`src/spc_pkg.sv`:
```
package spc_pkg;
	// ==================== Timing ====================
	localparam int SPC_CLK_NS = 4;
	localparam int SPC_UT_MIN_NS = 1500;
	localparam int SPC_UT_STEP_NS = 500;
	localparam int SPC_SYNC_UT = 56;
	localparam int SPC_END_UT = 12;
	localparam int SPC_NIB_BASE_UT = 12;
	localparam int SPC_LOW_SHORT_UT = 3;
	localparam int SPC_LOW_LONG_UT = 5;
	localparam int SPC_TRIG_CONST_UT = 90;
	localparam int SPC_TRIG_VAR_ADD_UT = 12;
	// Address windows of the trigger low time, in half unit times
	localparam logic [3:0][7:0] SPC_WIN_LO = {8'h7B, 8'h47, 8'h26, 8'h12};
	localparam logic [3:0][7:0] SPC_WIN_HI = {8'h87, 8'h51, 8'h2E, 8'h18};
	localparam logic [7:0] SPC_WIN_MAX = 8'h87;

	// ==================== Checksum ====================
	localparam logic [3:0] SPC_CRC_POLY = 4'hD;
	localparam logic [3:0] SPC_CRC_SEED = 4'h5;

	// ==================== Register map ====================
	localparam logic [2:0] SPC_REG_CTRL = 3'h0;
	localparam logic [2:0] SPC_REG_ANGLE = 3'h1;
	localparam logic [2:0] SPC_REG_FAULT = 3'h2;
	localparam logic [2:0] SPC_REG_TEMP = 3'h3;
	localparam logic [2:0] SPC_REG_BASE = 3'h4;
	localparam logic [2:0] SPC_REG_ID1 = 3'h5;
	localparam logic [2:0] SPC_REG_ID2 = 3'h6;
	localparam logic [2:0] SPC_REG_STATUS = 3'h7;
	// Control fields
	localparam int SPC_C_EN = 0;
	localparam int SPC_C_VARTRIG = 1;
	localparam int SPC_C_LOW5 = 2;
	localparam int SPC_C_CTR_NIB = 3;
	localparam int SPC_C_CTR_CRC = 4;
	localparam int SPC_C_SLOW = 5;
	localparam int SPC_C_ADDR = 6;
	localparam int SPC_C_UT = 8;
	localparam logic [9:0] SPC_CTRL_RST = 10'h008;
	// Fault fields
	localparam int SPC_F_WARN = 0;
	localparam int SPC_F_ERR = 1;
	// Segment indices of a frame
	localparam logic [2:0] SPC_SEG_SYNC = 3'h0;
	localparam logic [2:0] SPC_SEG_D3 = 3'h4;
	localparam logic [2:0] SPC_SEG_CTR = 3'h5;
	localparam logic [2:0] SPC_SEG_CRC = 3'h6;
	localparam logic [2:0] SPC_SEG_END = 3'h7;

	typedef enum logic [3:0] {
		SPC_IDLE = 4'b0001,
		SPC_TRIG_LOW = 4'b0010,
		SPC_TRIG_WAIT = 4'b0100,
		SPC_SEND = 4'b1000
	} spc_state_t;
endpackage

```
`src/spc_triggered_frame_transmitter.sv`:
```
// Function
// - Constant trigger length: whole trigger nibble spans 90 unit times.
// - Variable trigger length: total trigger time is upper end of matched address window plus 12 UT.
// - Trigger timed by fixed unit-time counts; drifts only with the clock.
// - Different address next: blanking at most 50 us after end pulse rise.
// - Nibble low portion lasts 3 or 5 UT by configuration.
// - 4-bit frame counter increments per frame and wraps to zero.
// - Counter nibble sits after third data nibble, before checksum.
// - Counter nibble can be removed by configuration.
// - Counter may be folded into checksum using two low bits only.
// - Slow channel: status bit 1 is 1 in first of 16 frames.
// - Slow message: 16 bits in status bit 0, MSB first, id/data/crc.
// - Ids 0,3 temperature; 1,2 angle base; 4-7 two id words; 8-15 repeat.
// - Slow channel on: address leaves status bits, goes into checksum.
// - Temperature is 8-bit two's complement.
// - Checksum: CRC x^4+x^3+x^2+1, seed 0101, over status and data.
// - Slow off, counter nibble: input status, data, counter.
// - Counter folded, slow off: extra nibble counter low bits, 00.
// - Slow on, counter nibble: extra nibble 00 then address.
// - Slow on, counter folded: extra nibble counter low bits, address.
// - Frame: 56 UT sync, status, three data, counter, checksum, 12 UT end.
// - Nibble value is falling-edge spacing of 12 to 27 UT.
// - Trigger low time picks address among four windows.
// - Status bit 2 warning, bit 3 error, held while present, shown once.
`timescale 1ns/100ps
module spc_triggered_frame_transmitter (
	// Clock and reset
	input wire logic core_clk,
	input wire logic rst,
	// Avalon-MM slave
	input wire logic [4:0] avs_address,
	input wire logic avs_read,
	input wire logic avs_write,
	input wire logic [31:0] avs_writedata,
	input wire logic [3:0] avs_byteenable,
	output logic [31:0] avs_readdata,
	output logic avs_waitrequest,
	// Open-drain output line
	input wire logic line_in,
	output logic line_out,
	output logic line_oe
);
	import spc_pkg::*;

	// ==================== State ====================
	typedef struct packed {
		spc_state_t st;
		logic [1:0] sync;
		logic line_q;
		logic [8:0] half_cnt;
		logic [7:0] tcnt;
		logic [1:0] addr_hit;
		logic [2:0] seg;
		logic [6:0] seg_t;
		logic [5:0][3:0] nib;
		logic drive;
		logic [3:0] frame_ctr;
		logic [3:0] slow_idx;
		logic [3:0] slow_id;
		logic [15:0] slow_word;
		logic warn_pend;
		logic err_pend;
		logic ack;
		logic [31:0] rdata;
		logic [9:0] ctrl;
		logic [11:0] angle;
		logic [1:0] fault;
		logic [7:0] temp;
		logic [15:0] base;
		logic [15:0] id1;
		logic [15:0] id2;
	} spc_regs_t;

	spc_regs_t r;
	spc_regs_t next_r;

	// ==================== Functions ====================
	function automatic logic [3:0] spc_crc_step(input logic [3:0] crc, input logic [3:0] nib);
		logic [3:0] c;
		logic fb;
		c = crc;
		for (int i = 3; i >= 0; i--) begin
			fb = c[3] ^ nib[i];
			c = {c[2:0], 1'b0};
			if (fb) begin
				c = c ^ SPC_CRC_POLY;
			end
		end
		return c;
	endfunction

	function automatic logic [31:0] spc_merge(input logic [31:0] old, input logic [31:0] wd,
			input logic [3:0] be);
		logic [31:0] m;
		m = old;
		for (int b = 0; b < 4; b++) begin
			if (be[b]) begin
				m[b*8 +: 8] = wd[b*8 +: 8];
			end
		end
		return m;
	endfunction

	// ==================== Combinational ====================
	logic [8:0] half_cyc;
	logic tick;
	logic line_s;
	logic fall;
	logic rise;
	logic [1:0] own_addr;
	logic [7:0] low_half;
	logic [7:0] trig_total;
	logic ctr_nib_on;
	logic [15:0] msg_word;
	logic [7:0] msg_data;
	logic [3:0] msg_crc;
	logic [15:0] cur_word;
	logic [3:0] status_nib;
	logic [3:0] crc_acc;
	logic [6:0] seg_len;
	logic [2:0] seg_next;
	logic [31:0] wval;
	logic hit;
	logic [1:0] hit_addr;

	always_comb begin
		next_r = r;
		own_addr = r.ctrl[SPC_C_ADDR +: 2];
		half_cyc = 9'((SPC_UT_MIN_NS + int'(r.ctrl[SPC_C_UT +: 2]) * SPC_UT_STEP_NS)
			/ (2 * SPC_CLK_NS));
		tick = (r.half_cnt == half_cyc - 9'h001);
		line_s = r.sync[1];
		fall = r.line_q & ~line_s;
		rise = ~r.line_q & line_s;
		low_half = 8'(2 * (r.ctrl[SPC_C_LOW5] ? SPC_LOW_LONG_UT : SPC_LOW_SHORT_UT));
		ctr_nib_on = r.ctrl[SPC_C_CTR_NIB] & ~r.ctrl[SPC_C_CTR_CRC];

		// Fixed counts, never the measured low time
		if (r.ctrl[SPC_C_VARTRIG]) begin
			trig_total = SPC_WIN_HI[r.addr_hit] + 8'(2 * SPC_TRIG_VAR_ADD_UT);
		end else begin
			trig_total = 8'(2 * SPC_TRIG_CONST_UT);
		end

		// Address window match on the measured low time
		hit = 1'b0;
		hit_addr = 2'h0;
		for (int a = 0; a < 4; a++) begin
			if (r.tcnt >= SPC_WIN_LO[a] && r.tcnt <= SPC_WIN_HI[a]) begin
				hit = 1'b1;
				hit_addr = 2'(a);
			end
		end

		// Slow message word for the current message id
		unique case (r.slow_id[2:0])
			3'h0, 3'h3: msg_data = r.temp;
			3'h1: msg_data = r.base[15:8];
			3'h2: msg_data = r.base[7:0];
			3'h4: msg_data = r.id1[15:8];
			3'h5: msg_data = r.id1[7:0];
			3'h6: msg_data = r.id2[15:8];
			3'h7: msg_data = r.id2[7:0];
		endcase
		msg_crc = spc_crc_step(spc_crc_step(spc_crc_step(SPC_CRC_SEED, r.slow_id),
			msg_data[7:4]), msg_data[3:0]);
		msg_word = {r.slow_id, msg_data, msg_crc};
		cur_word = (r.slow_idx == 4'h0) ? msg_word : r.slow_word;

		// Status nibble; errors held while present and until shown once
		status_nib[3] = r.err_pend | r.fault[SPC_F_ERR];
		status_nib[2] = r.warn_pend | r.fault[SPC_F_WARN];
		if (r.ctrl[SPC_C_SLOW]) begin
			status_nib[1] = (r.slow_idx == 4'h0);
			status_nib[0] = cur_word[4'hF - r.slow_idx];
		end else begin
			status_nib[1:0] = own_addr;
		end

		// Frame checksum input layout
		crc_acc = spc_crc_step(SPC_CRC_SEED, status_nib);
		crc_acc = spc_crc_step(crc_acc, r.angle[11:8]);
		crc_acc = spc_crc_step(crc_acc, r.angle[7:4]);
		crc_acc = spc_crc_step(crc_acc, r.angle[3:0]);
		if (ctr_nib_on) begin
			crc_acc = spc_crc_step(crc_acc, r.frame_ctr);
		end
		if (r.ctrl[SPC_C_CTR_CRC]) begin
			crc_acc = spc_crc_step(crc_acc, {r.frame_ctr[1:0],
				r.ctrl[SPC_C_SLOW] ? own_addr : 2'h0});
		end else if (r.ctrl[SPC_C_SLOW]) begin
			crc_acc = spc_crc_step(crc_acc, {2'h0, own_addr});
		end

		// Segment length in half unit times
		unique case (r.seg)
			SPC_SEG_SYNC: seg_len = 7'(2 * SPC_SYNC_UT);
			SPC_SEG_END: seg_len = 7'(2 * SPC_END_UT);
			default: seg_len = 7'(2 * (SPC_NIB_BASE_UT + int'(r.nib[r.seg - 3'h1])));
		endcase
		if (r.seg == SPC_SEG_D3 && !ctr_nib_on) begin
			seg_next = SPC_SEG_CRC;
		end else begin
			seg_next = r.seg + 3'h1;
		end

		// Synchroniser and tick divider
		next_r.sync = {r.sync[0], line_in};
		next_r.line_q = line_s;
		next_r.half_cnt = tick ? 9'h000 : r.half_cnt + 9'h001;
		next_r.warn_pend = r.warn_pend | r.fault[SPC_F_WARN];
		next_r.err_pend = r.err_pend | r.fault[SPC_F_ERR];

		// ==================== Link FSM ====================
		unique case (r.st)
			SPC_IDLE: begin
				next_r.drive = 1'b0;
				if (fall && r.ctrl[SPC_C_EN]) begin
					next_r.st = SPC_TRIG_LOW;
					next_r.tcnt = 8'h00;
					next_r.half_cnt = 9'h000;
				end
			end
			SPC_TRIG_LOW: begin
				if (tick) begin
					next_r.tcnt = r.tcnt + 8'h01;
				end
				if (rise) begin
					if (hit && hit_addr == own_addr) begin
						next_r.st = SPC_TRIG_WAIT;
						next_r.addr_hit = hit_addr;
					end else begin
						next_r.st = SPC_IDLE;
					end
				end else if (r.tcnt > SPC_WIN_MAX) begin
					next_r.st = SPC_IDLE;
				end
			end
			SPC_TRIG_WAIT: begin
				if (tick) begin
					next_r.tcnt = r.tcnt + 8'h01;
				end
				if (tick && r.tcnt == trig_total - 8'h01) begin
					// Sync fall closes the trigger nibble; snapshot the frame
					next_r.st = SPC_SEND;
					next_r.seg = SPC_SEG_SYNC;
					next_r.seg_t = 7'h00;
					next_r.drive = 1'b1;
					next_r.nib = {crc_acc, r.frame_ctr, r.angle[3:0], r.angle[7:4],
						r.angle[11:8], status_nib};
					next_r.slow_word = cur_word;
				end
			end
			SPC_SEND: begin
				if (tick) begin
					if (r.seg_t == seg_len - 7'h01) begin
						next_r.seg_t = 7'h00;
						if (r.seg == SPC_SEG_END) begin
							// Ready for a new trigger right at the end of the end pulse
							next_r.st = SPC_IDLE;
							next_r.drive = 1'b0;
							next_r.frame_ctr = r.frame_ctr + 4'h1;
							if (r.ctrl[SPC_C_SLOW]) begin
								next_r.slow_idx = r.slow_idx + 4'h1;
								if (r.slow_idx == 4'hF) begin
									next_r.slow_id = r.slow_id + 4'h1;
								end
							end
							// Clear only what was shown; a live fault sets again
							next_r.err_pend = (r.err_pend & ~r.nib[0][3]) | r.fault[SPC_F_ERR];
							next_r.warn_pend = (r.warn_pend & ~r.nib[0][2])
								| r.fault[SPC_F_WARN];
						end else begin
							next_r.seg = (r.seg == SPC_SEG_SYNC) ? 3'h1 : seg_next;
							next_r.drive = 1'b1;
						end
					end else begin
						next_r.seg_t = r.seg_t + 7'h01;
						next_r.drive = (r.seg_t + 7'h01) < 7'(low_half);
					end
				end
			end
		endcase

		// ==================== Register bus ====================
		next_r.ack = (avs_read | avs_write) & ~r.ack;
		wval = 32'h0000_0000;
		unique case (avs_address[4:2])
			SPC_REG_CTRL: wval = 32'(r.ctrl);
			SPC_REG_ANGLE: wval = 32'(r.angle);
			SPC_REG_FAULT: wval = 32'(r.fault);
			SPC_REG_TEMP: wval = 32'(r.temp);
			SPC_REG_BASE: wval = 32'(r.base);
			SPC_REG_ID1: wval = 32'(r.id1);
			SPC_REG_ID2: wval = 32'(r.id2);
			SPC_REG_STATUS: wval = {16'h0000, r.slow_id, r.slow_idx, r.err_pend,
				r.warn_pend, r.st != SPC_IDLE, 1'b0, r.frame_ctr};
		endcase
		if (avs_read && !r.ack) begin
			next_r.rdata = wval;
		end
		if (avs_write && r.ack) begin
			wval = spc_merge(wval, avs_writedata, avs_byteenable);
			unique case (avs_address[4:2])
				SPC_REG_CTRL: next_r.ctrl = wval[9:0];
				SPC_REG_ANGLE: next_r.angle = wval[11:0];
				SPC_REG_FAULT: next_r.fault = wval[1:0];
				SPC_REG_TEMP: next_r.temp = wval[7:0];
				SPC_REG_BASE: next_r.base = wval[15:0];
				SPC_REG_ID1: next_r.id1 = wval[15:0];
				SPC_REG_ID2: next_r.id2 = wval[15:0];
				SPC_REG_STATUS: ;
			endcase
			// Slow channel restarts a message when toggled
			if (avs_address[4:2] == SPC_REG_CTRL && wval[SPC_C_SLOW] != r.ctrl[SPC_C_SLOW]) begin
				next_r.slow_idx = 4'h0;
			end
		end
	end

	// ==================== Registers ====================
	always_ff @(posedge core_clk or posedge rst) begin
		if (rst) begin
			r <= '0;
			r.st <= SPC_IDLE;
			r.sync <= 2'b11;
			r.line_q <= 1'b1;
			r.ctrl <= SPC_CTRL_RST;
			// Sensor reset is reported in the first frame
			r.err_pend <= 1'b1;
		end else begin
			r <= next_r;
		end
	end

	assign avs_waitrequest = (avs_read | avs_write) & ~r.ack;
	assign avs_readdata = r.rdata;
	assign line_out = 1'b0;
	assign line_oe = r.drive;
endmodule

```
`config.mk`:
```
export PLATFORM = sky130hd
export DESIGN_NAME = spc_triggered_frame_transmitter
export DESIGN_NICKNAME = d
export VERILOG_FILES = /design/src/spc_pkg.sv /design/src/spc_triggered_frame_transmitter.sv
export SDC_FILE = /design/constraint.sdc
export NUM_CORES = 1
export LEC_CHECK = 0
export BUFFER_PORTS_ARGS = -buffer_cell sky130_fd_sc_hd__buf_2
export CAP_MARGIN = 20
export CORE_MARGIN = 2
export CORE_UTILIZATION = 60
export CTS_BUF_LIST = sky130_fd_sc_hd__clkbuf_4
export DETAILED_ROUTE_END_ITERATION = 10
export PLACE_DENSITY = 0.87
export SLEW_MARGIN = 30
export SYNTH_ARGS = -nofsm -noshare
export SYNTH_HDL_FRONTEND = slang
export SYNTH_SLANG_ARGS = --single-unit
```
`constraint.sdc`:
```
create_clock -name core_clk -period 12.9 [get_ports core_clk]
set_input_delay 0.645 -clock core_clk [delete_from_list [all_inputs] [get_ports core_clk]]
set_output_delay 0.645 -clock core_clk [all_outputs]
set_load 0.01 [all_outputs]
```
# ---- Yosys cells after proc, flatten, opt, wreduce, memory -nomap -nowiden
# Cells that the tools add are included.
# W data, S select, Z words.
dict set report classes {
  add_sub_neg 16
  order_cmp 13
  n_mul 1
  mux 116
  bitwise_logic 91
  n_eq_ne 35
  n_reduce_logical 39
}
# op count
set op_table {}
lappend op_table {{$mux W4} 66}
lappend op_table {{$pmux W32 S8} 1}
lappend op_table {{$not A3 Y3} 37}
lappend op_table {{$mux W8} 8}
lappend op_table {{$pmux W8 S7} 1}
lappend op_table {{$xor A1 B1 Y1} 36}
lappend op_table {{$mux W35} 1}
lappend op_table {{$eq A3 B3 Y1 const B} 10}
lappend op_table {{$mux W12} 2}
lappend op_table {{$pmux W10 S2} 1}
lappend op_table {{$mux W3} 6}
lappend op_table {{$mux W9} 2}
lappend op_table {{$mux W17} 1}
lappend op_table {{$bmux W8 S2} 1}
lappend op_table {{$ge A8 B7 Y1 const B} 2}
lappend op_table {{$mux W16} 1}
lappend op_table {{$mux W2} 8}
lappend op_table {{$pmux W4 S4} 1}
lappend op_table {{$pmux W8 S2} 1}
lappend op_table {{$reduce_and A2 Y1} 8}
lappend op_table {{$pmux W7 S2} 1}
lappend op_table {{$mux W13} 1}
lappend op_table {{$add A11 B11 Y12 const A} 1}
lappend op_table {{$add A4 B1 Y4 const B} 3}
lappend op_table {{61 further kinds} 111}
dict set report word_totals {
  ff_bits 204
  output_inout_bits 35
  word_cells 341
  inputBits 46
}

# ---- Longest topological paths before layout
# Gate-level depths: netlist of run 1.
dict set report logic_depth {
  depth_word 85
  mapped_depth 19
  ltp_nobuf 16
}

# ---- Worst setup path after synthesis of run 1
# No wires, ideal clock.
dict set report synth_timing {
  path_kind {register to register}
  startpoint {register r[175] in the netlist's numbering}
  endpoint {register r[200] in the netlist's numbering}
  slack_ns 8.815
  stages_incl_launch_ff 18
  n_path_buf 3
  period_less_slack_ns 4.085
  setup_ns 0.060
  t_arrival_ns 4.024
  required_time_ns 12.840
  path_cell_list {dfrtp_1 -> buf_2 -> inv_1 -> ha_1 -> clkbuf_1 -> mux4_2 -> nand2_1 -> and2_1 -> ha_1 -> a31o_2 -> a311o_1 -> o211ai_1 -> o211ai_1 -> a221oi_1 -> buf_2 -> nand2_1 -> a2111oi_0 -> a31o_2}
}
dict set report synth_via {
  elab_chain_len 9
  word_cells_on_any_way 12
  cone_classes {add/sub: 3; eq/ne: 4; mux: 3; reduce/logical: 2}
}
# element line_no
set synth_rtl {}
lappend synth_rtl {{start: declaration} spc_triggered_frame_transmitter.sv:74} ;# spc_regs_t r;
lappend synth_rtl {{start signal: assignment} spc_triggered_frame_transmitter.sv:332} ;# r <= next_r;
lappend synth_rtl {{$sub A3 B1 Y3} spc_triggered_frame_transmitter.sv:199} ;# default: seg_len = 7'(2 * (SPC_NIB_BASE_UT + int'(r.nib[r.seg - 3'h1])));
lappend synth_rtl {{$bmux W4 S3} spc_triggered_frame_transmitter.sv:199}
lappend synth_rtl {{$mux W4 (implied by the code)} spc_triggered_frame_transmitter.sv:199}
lappend synth_rtl {{$add A4 B4 Y5} spc_triggered_frame_transmitter.sv:199}
lappend synth_rtl {{$pmux W7 S2} spc_triggered_frame_transmitter.sv:196} ;# unique case (r.seg)
lappend synth_rtl {{$sub A7 B1 Y7} spc_triggered_frame_transmitter.sv:256} ;# if (r.seg_t == seg_len - 7'h01) begin
lappend synth_rtl {{$eq A7 B7 Y1} spc_triggered_frame_transmitter.sv:256}
lappend synth_rtl {{$ne A2 B2 Y1 (no source line)} --}
lappend synth_rtl {{$reduce_and A6 Y1 (no source line) *} --}
# Mark *: on every way between the ends. The rest lies on a longest branch, timed or not. The select of a mux whose other input is x is not followed.
# A chain may end at the register's enable or synchronous reset.

# ---- Worst setup path in the final report of run 1
dict set report layout_timing {
  startpoint {register r[175] in the netlist's numbering}
  endpoint {register r, in the netlist msg_word[13]}
}
dict set report layout_via {
  elab_chain_len 8
  word_cells_on_any_way 10
  cone_classes {add/sub: 3; eq/ne: 2; mux: 3; reduce/logical: 2}
}
# element line_no
set layout_rtl {}
lappend layout_rtl {{$sub A3 B1 Y3} spc_triggered_frame_transmitter.sv:199}
lappend layout_rtl {{$bmux W4 S3} spc_triggered_frame_transmitter.sv:199}
lappend layout_rtl {{$mux W4 (implied by the code)} spc_triggered_frame_transmitter.sv:199}
lappend layout_rtl {{$add A4 B4 Y5} spc_triggered_frame_transmitter.sv:199}
lappend layout_rtl {{$pmux W7 S2} spc_triggered_frame_transmitter.sv:196}
lappend layout_rtl {{$sub A7 B1 Y7} spc_triggered_frame_transmitter.sv:256}
lappend layout_rtl {{$eq A7 B7 Y1} spc_triggered_frame_transmitter.sv:256}
lappend layout_rtl {{$reduce_and A6 Y1 (no source line) *} --}
# Marks and branches as above.

==> flow_metrics.tcl, run 1 <==
set metrics [dict create \
    arrival_ns 5.65 \
    startpoint_type "flop" \
    max_slew_margin 0.347 \
    worstPathRequired_ns 13.44 \
    synthTopCellsByArea "dfrtp_1, mux2_2, xnor2_1" \
    postCtsSetupRepairBufs 0 \
    route.detailed.vias_per_inst 6.37 \
    seq_area_um2 4710 \
    maximum_number_of_pins_on_one_net_before_global_route_repair 111 \
    max_freq_mhz 196 \
    syn_area_um2 11900 \
    io_buffer_count 43 \
    worst-setup-path-type "reg2reg" \
    layoutNonFillerInstCount 1447 \
    cts_max_path_buffers 2 \
    cts_root_buf "clkbuf_4" \
    synth_cell_types 81 \
    dpl_cell_area_um2 12100 \
    drt-wirelength-per-cell_um 19.4 \
    hp-class "in2async" \
    wire_length_of_the_first_global_routing_pass_um 46600 \
    grt.total_usage 0.274 \
    synth_enable_flop_cells 0 \
    synth_seq_area_share 0.395 \
    comb_power_share 0.512 \
    die_width_um 145 \
    drc 0 \
    drive_above_1_share 0.206 \
    internal_power_mw 1.44 \
    syn_to_final_growth_pct 4.16 \
    numCtsBuffers 17 \
    share_of_total_power_in_the_clock_network 0.139 \
    cts_tree "done" \
    post-route-period-util 0.396 \
    worst_slew_pin_slew_ns 0.975 \
    power_per_cell_area_nw_per_um2 196 \
    min_period_ns 5.11 \
    static-leakage-power_nw 5.58 \
    sw_frac_of_total 0.409 \
    setup_failing_eps_final 0 \
    hold_violations 0 \
    critical_path.max_fanout 12 \
    firstDrtPassIters 7 \
    rows 51 \
    power.net_switching_uw 993 \
    initialDrtViolationCount 957 \
    cts_hold_buffers 0 \
    ios 81 \
    timing.clock.skew_ns 0.0299 \
    critPathCaptureType "flop" \
    globalRoute.totalOverflow 0 \
    post_cts_resized 0 \
    worstSkewPairLatency_ns 0.63 \
    ys_dominant_reg_cell "dfrtp_1" \
    timing_max_transition_violations_final 0 \
    outcome "complete, no violations" \
    ir_worst_vdd_v 0.000174 \
    seq_power_share 0.349 \
    synth.yosys.warnings 0 \
    dpl.cell_count 1414 \
    synth_area_leader_cell "dfrtp_1" \
    final_antenna_net_count 0 \
    final_instance_area_um2 12400 \
    synthCells 1183 \
    syn_area_per_cell_um2 10.1 \
    design.final.nets 1246 \
    clk_pin_slew_worst_paths_ns 0.19 \
    finalWeightedCongestion 0.939 \
    post_synth_most_frequent_cells "dfrtp_1, mux2_2, nand2_1, nor2_1, a21oi_1" \
    grt_setup_unrepaired "no" \
    yosys.area.top_type_share 0.382 \
    detailed_place_hpwl_um 20400 \
    vias_after_detailed_routing 9218 \
    antenna_found_initial 1 \
    postSynth.asyncResetShare 1.00 \
    chipHeight_um 145 \
    initial_core_util 0.612 \
    nFillCells 1470 \
    max_cap_viol_count 0 \
    floorplan.core_area_um2 19500 \
    multi_input_combinational_cell_area_um2 6640 \
    cts.sink_count 188 \
    setup_tns_ns 0 \
    grt_pass1_vias 8989 \
    synth_most_common_cell "dfrtp_1" \
    htree_levels 4 \
    die_area_um2 21000 \
    synth_register_bits 188 \
    drt_wirelength_um 28100 \
]
## placed cells by master, fill, tap and decap left out, drive strengths merged, types with 11 or more instances in the layout
master / synthesis / final
inv: 32 / 40
xnor3: 11 / 11
nand4: 18 / 18
a21oi: 62 / 62
mux4: 17 / 17
o21ai: 57 / 57
nor3: 16 / 16
nor2: 89 / 89
nand3: 30 / 30
ha: 32 / 32
nand2b: 13 / 13
mux2: 121 / 121
xnor2: 53 / 53
conb: 1 / 17
mux2i: 14 / 14
and3: 13 / 13
buf: 53 / 52
xor2: 37 / 37
nand2: 105 / 105
nor2b: 12 / 12
dfrtp: 182 / 182
clkbuf: 49 / 17
## critical path, cell delays in order, from the launching register on
cell,delay [ns]
dfrtp_1,0.71
inv_1,0.15
ha_1,0.48
mux4_2,0.34
nand2_1,0.08
a211o_1,0.22
ha_1,0.22
inv_1,0.08
a31o_2,0.21
a311o_1,0.33
o211ai_1,0.10
o211ai_1,0.11
a221oi_1,0.46
nand3_1,0.54
nor3_1,0.60
mux2_2,0.39
## state kept, by name (all words and copies together), names as in the netlist
register,flops
line_oe,1
avs_readdata,16
line_s,1
own_addr,2
r,163
next_r,1
msg_word,4
## final cells by class
cell class,instances,area share
inverter,32,0.0103
sequential,188,0.380
tap,265,0.0267
multi-input combinational,877,0.535
antenna,1,0.000202
timing repair buffer,52,0.0231
clock inverter,15,0.0151
clock buffer,17,0.0103
## final timing paths
path / start / slack, ns / cells past startpoint / to
setup / recovery: r[175] / 7.79 / 15 / msg_word[13]
hold / removal: rst / 0.11 / 2 / avs_readdata[1]
setup reg to reg: r[175] / 7.79 / 15 / msg_word[13]
hold reg to reg: next_r[199] / 0.38 / 0 / line_s
max in group asynchronous: rst / 11.63 / 3 / r[165]
min in group core_clk: line_in / 0.11 / 1 / next_r[199]
## routing by layer
metal	vias to the layer above	GRT usage	part of all wire
li1	4202	-	-
met1	4519	0.361	0.41
met3	69	0.0484	0.073
met2	428	0.451	0.48
met4	0	0.113	0.037
met5	-	0	0
## power groups by stage
stage	logic [mW]	clock network (mW)	registers [mW]
detailed placement	1.23	0	0.853
floorplan	1.07	0	0.782
CTS	1.23	0.342	0.841
global route	1.35	0.363	0.862
global placement	1.17	0	0.847
finish	1.24	0.338	0.848
## stage by stage
stage                     hold WS, ns  power, mW  worst slack [ns]   util
after detailed placement        0.366       2.08              7.84  0.621
final                           0.107       2.43              7.79  0.638
after global placement          0.360       2.02              7.95  0.621
after floorplan                 0.345       1.86              7.15      -
after CTS                      0.0813       2.42              7.85  0.637
after global routing           0.0764       2.58              7.38  0.638
## cell families (layout without fill, tap and decap cells)
family	Yosys count	after routing	synth area share
flip-flops	188	188	0.395
AND/OR/NAND/NOR	335	335	0.133
adder cells (fa/ha/maj)	32	32	0.0336
other	1	18	0.000315
buffers and inverters	134	116	0.0537
multiplexers	152	152	0.159
XOR/XNOR	104	104	0.0932
AO/OA/AOI/OAI	237	237	0.132
Note: power is estimated with default switching activity, not from simulation.
==> run 2, diff against run 1 <==
Clock period 12.9 ns to 5.05 ns, I/O delays scaled along.
==> flow_metrics.tcl, run 2 (synthesized netlist as in run 1, its figures left out) <==
set metrics [dict create \
    worst_slew_pin_slew_ns 0.879 \
    setup_failing_eps_final 0 \
    worstHoldEndpoint "r[42]" \
    max_cap_viol_count 0 \
    numCtsBuffers 17 \
    reg2reg_to "msg_word[13]" \
    met3RoutedLength_um 2150 \
    mostFrequentLayoutCell "dfrtp_1" \
    drt_wirelength_um 29400 \
    min_period_ns 4.46 \
    hold_start "avs_writedata[10]" \
    startpoint_type "flop" \
    initialDrtViolationCount 960 \
    design.final.nets 1265 \
    dpl_cell_area_um2 12200 \
    timing.clock.skew_ns 0.0382 \
    grt.total_usage 0.283 \
    die_area_um2 21000 \
    final_instance_area_um2 12600 \
    worstSkewPairLatency_ns 0.62 \
    htree_levels 4 \
    ios 81 \
    drc 0 \
    most_frequent_cells_in_the_layout "dfrtp_1, mux2_2, nand2_1, nor2_1, a21oi_1" \
    routed-wl-met2_um 14200 \
    ff2ff_path_depth 16 \
    route.detailed.vias_per_inst 6.44 \
    initial_core_util 0.612 \
    cts_tree "done" \
    whs_path_depth 3 \
    firstDrtPassIters 6 \
    setup_tns_ns 0 \
    worstPathRequired_ns 5.59 \
    die_width_um 145 \
    max_slew_margin 0.414 \
    chipHeight_um 145 \
    io_buffer_count 43 \
    largest-register "r" \
    hold_violations 0 \
    outcome "complete, no violations" \
    cts_root_buf "clkbuf_4" \
    antenna_found_initial 1 \
    vias_after_detailed_routing 9435 \
    globalRoute.totalOverflow 0 \
    drive_above_1_share 0.210 \
    syn_to_final_growth_pct 5.53 \
    critPathCaptureType "flop" \
    rows 51 \
    static-leakage-power_nw 5.66 \
    post-route-period-util 0.884 \
    ff2ff_setup_slack_ns 0.59 \
    layoutNonFillerInstCount 1466 \
    floorplan.core_area_um2 19500 \
    dpl.cell_count 1424 \
    wirelength_met1_um 11700 \
    cts.sink_count 188 \
    drt-wirelength-per-cell_um 20.1 \
    finalWeightedCongestion 0.896 \
    maximum_number_of_pins_on_one_net_before_global_route_repair 189 \
    arrival_ns 5.00 \
    final_antenna_net_count 0 \
    clk_pin_slew_worst_paths_ns 0.19 \
    number_of_flip_flops_in_the_largest_register 163 \
    postCtsSetupRepairBufs 0 \
    detailed_place_hpwl_um 20600 \
    grt_setup_unrepaired "no" \
    ir_worst_vdd_v 0.000509 \
    finalPower_mw 6.28 \
    r2r-start "r[175]" \
    worst-setup-path-type "reg2reg" \
    wire_length_of_the_first_global_routing_pass_um 48100 \
    topRoutingLayerUsed "met4" \
    max_freq_mhz 224 \
    cts_max_path_buffers 2 \
    hp-class "in2reg" \
    power_per_cell_area_nw_per_um2 500 \
    timing_max_transition_violations_final 0 \
    critical_path.max_fanout 12 \
    grt_pass1_vias 9331 \
]
run 2: changes by cell type in the layout (fill, tap and decap cells not counted), moves of 4 or more:
cell	before	now
buf_4	8	18
dlygate4sd3_1	0	8
clkinv_8	6	2
clkinvlp_4	0	4
run 2: layer usage:
metal | track usage | up-vias
met5 | 0 | -
met4 | 0.140 | 0
met1 | 0.370 | 4618
met2 | 0.465 | 480
li1 | - | 4233
met3 | 0.0428 | 104
run 2: worst max-delay path by stage:
| stage | startpoint | end | slack, ns | cells after the start |
|---|---|---|---|---|
| 3_3_place_gp | r[175] | msg_word[13] | 0.65 | 17 |
| 4_1_cts | r[175] | msg_word[13] | 0.61 | 15 |
| 6_report | r[175] | msg_word[13] | 0.59 | 16 |
| 2_1_floorplan | r[175] | r[200] | 0.97 | 17 |
| 3_5_place_dp | r[175] | msg_word[13] | 0.58 | 17 |
| 5_1_grt | r[175] | msg_word[13] | 0.25 | 16 |
run 2: repair_timing:
item	4_1_cts	5_1_grt
endpoints found under the hold margin	103	0
gates resized for setup	0	0
hold buffers	8	0
run 2: metrics by stage:
| step | hold WS [ns] | utilization | worst slack (ns) |
|---|---|---|---|
| after floorplan | 0.257 | - | 0.965 |
| after global routing | 0.0851 | 0.646 | 0.252 |
| after CTS | 0.0644 | 0.645 | 0.613 |
| after detailed placement | 0.359 | 0.625 | 0.580 |
| after global placement | 0.359 | 0.625 | 0.651 |
| final | 0.0949 | 0.646 | 0.587 |
run 2: layout make-up:
| cell class | count | area (um2) |
|---|---|---|
| Fill cell | 1475 | 6890 |
| Multi-Input combinational cell | 877 | 6630 |
| Sequential cell | 188 | 4710 |
| Timing Repair Buffer | 71 | 478 |
| Tap cell | 265 | 332 |
| Clock inverter | 14 | 168 |
| Clock buffer | 18 | 135 |
| Inverter | 32 | 124 |
| Antenna cell | 1 | 2.50 |
run 2: critical path, stage by stage (launching register included):
cell      delay (ns)
dfrtp_1         0.35
buf_4           0.20
inv_1           0.10
ha_1            0.46
mux4_2          0.25
nand2_1         0.10
and2_1          0.18
ha_1            0.30
nand3_1         0.11
a311oi_1        0.42
a31oi_1         0.17
nand4b_1        0.20
a221oi_1        0.34
nand3_1         0.13
buf_4           0.21
nor3_1          0.48
mux2_2          0.40
run 2: report_power, final:
group          switching, mW  total, mW  internal, mW  leakage, nW
combinational           1.56       3.24          1.67         3.05
sequential             0.374       2.16          1.79         2.45
clock                  0.610      0.889         0.278        0.155
==> run 3, diff against run 2 <==
Settings changed: CTS_BUF_LIST sky130_fd_sc_hd__clkbuf_4 to sky130_fd_sc_hd__clkbuf_8.
==> flow_metrics.tcl, run 3 (synthesized netlist as in run 1, its figures left out) <==
set metrics [dict create \
    max_slew_margin 0.415 \
    drt-wirelength-per-cell_um 20.6 \
    route.detailed.vias_per_inst 6.43 \
    syn_to_final_growth_pct 5.87 \
    finalWeightedCongestion 0.896 \
    critical_path.max_fanout 12 \
    number_of_flip_flops_in_the_largest_register 163 \
    cts_max_path_buffers 2 \
    clk_pin_slew_worst_paths_ns 0.11 \
    final_antenna_net_count 0 \
    rows 51 \
    firstDrtPassIters 5 \
    post_cts_resized 0 \
    max_cap_viol_count 0 \
    max_freq_mhz 222 \
    static-leakage-power_nw 5.67 \
    most_frequent_cells_in_the_layout "dfrtp_1, mux2_2, nand2_1, nor2_1, a21oi_1" \
    timing.clock.skew_ns 0.0254 \
    cts.sink_count 188 \
    setup_failing_eps_final 0 \
    cts_root_buf "clkbuf_8" \
    drive_above_1_share 0.210 \
    die_width_um 145 \
    largest-register "r" \
    worst-setup-path-type "reg2reg" \
    chipHeight_um 145 \
    globalRoute.totalOverflow 0 \
    min_period_ns 4.50 \
    initialDrtViolationCount 882 \
    outcome "complete, no violations" \
    ir_worst_vdd_v 0.000513 \
    die_area_um2 21000 \
    worstSkewPairLatency_ns 0.49 \
    ios 81 \
    hold_violations 0 \
    io_buffer_count 43 \
    initial_core_util 0.612 \
    critPathCaptureType "flop" \
    startpoint_type "flop" \
    hp-class "in2reg" \
    drt_wirelength_um 30100 \
    maximum_number_of_pins_on_one_net_before_global_route_repair 189 \
    finalPower_mw 6.46 \
    detailed_place_hpwl_um 20600 \
    setup_tns_ns 0 \
    timing_max_transition_violations_final 0 \
    worst_slew_pin_slew_ns 0.877 \
    post-route-period-util 0.892 \
    power_per_cell_area_nw_per_um2 512 \
    diodes 0 \
    design.final.nets 1259 \
    numCtsBuffers 17 \
    wire_length_of_the_first_global_routing_pass_um 48300 \
    vias_after_detailed_routing 9378 \
    cts_tree "done" \
    htree_levels 4 \
    arrival_ns 4.89 \
    drc 0 \
    worstPathRequired_ns 5.44 \
    mostFrequentLayoutCell "dfrtp_1" \
    grt_pass1_vias 9371 \
    grt.total_usage 0.285 \
    floorplan.core_area_um2 19500 \
    grt_setup_unrepaired "no" \
    antenna_found_initial 0 \
]
## run 3: layout make-up
class                   instances  area, um2
multi-input cells             877       6630
clock buffers                  17        234
well taps                     265        332
flip-flops and latches        188       4710
repair buffers                 65        418
clock inverters                15        171
inverters                      32        124
fillers                      1467       6850
## run 3: final timing paths
kind	slack (ns)	start	end	cells past startpoint
worst min register to register	0.36	next_r[199]	line_s	0
worst max register to register	0.55	r[175]	msg_word[13]	16
worst max-delay path	0.55	r[175]	msg_word[13]	16
min in group asynchronous	0.40	rst	avs_readdata[11]	4
worst min-delay path	0.06	avs_read	r[112]	3
max in group asynchronous	3.72	rst	r[177]	5
## run 3: layer usage
layer,vias up,track usage,wire [um]
met5,-,0,0
met4,0,0.147,1450
met3,103,0.0566,2190
met2,453,0.460,14600
met1,4626,0.367,11800
li1,4196,-,-
## run 3: worst max-delay path, cell delays in order, from the launching register on
cell,delay (ns)
dfrtp_1,0.33
buf_4,0.20
inv_1,0.10
ha_1,0.46
mux4_2,0.25
nand2_1,0.10
and2_1,0.18
ha_1,0.31
nand3_1,0.11
a311oi_1,0.45
a31oi_1,0.15
nand4b_1,0.20
a221oi_1,0.36
nand3_1,0.13
buf_4,0.21
nor3_1,0.48
mux2_2,0.40
## run 3: stage by stage
stage / utilization / area (um2) / hold WS [ns] / std cells / setup WS (ns)
6_report: 0.648 / 12600 / 0.0578 / 1459 / 0.547
5_1_grt: 0.648 / 12600 / 0.0563 / 1459 / 0.233
4_1_cts: 0.646 / 12600 / 0.0358 / 1457 / 0.592
3_5_place_dp: 0.625 / 12200 / 0.359 / 1424 / 0.580
3_3_place_gp: 0.625 / 12200 / 0.359 / 1424 / 0.651
2_1_floorplan: - / 12000 / 0.257 / 1199 / 0.965
## run 3: where the power goes
| group | total [mW] | switching (mW) | internal [mW] |
|---|---|---|---|
| combinational | 3.24 | 1.57 | 1.67 |
| clock | 1.05 | 0.635 | 0.417 |
| sequential | 2.17 | 0.380 | 1.79 |
| total | 6.46 | 2.59 | 3.87 |
## run 3: repair_timing
action / CTS / global route
hold buffers: 1 / 1
setup buffers: 0 / 0
hold endpoints to repair: 1 / 57
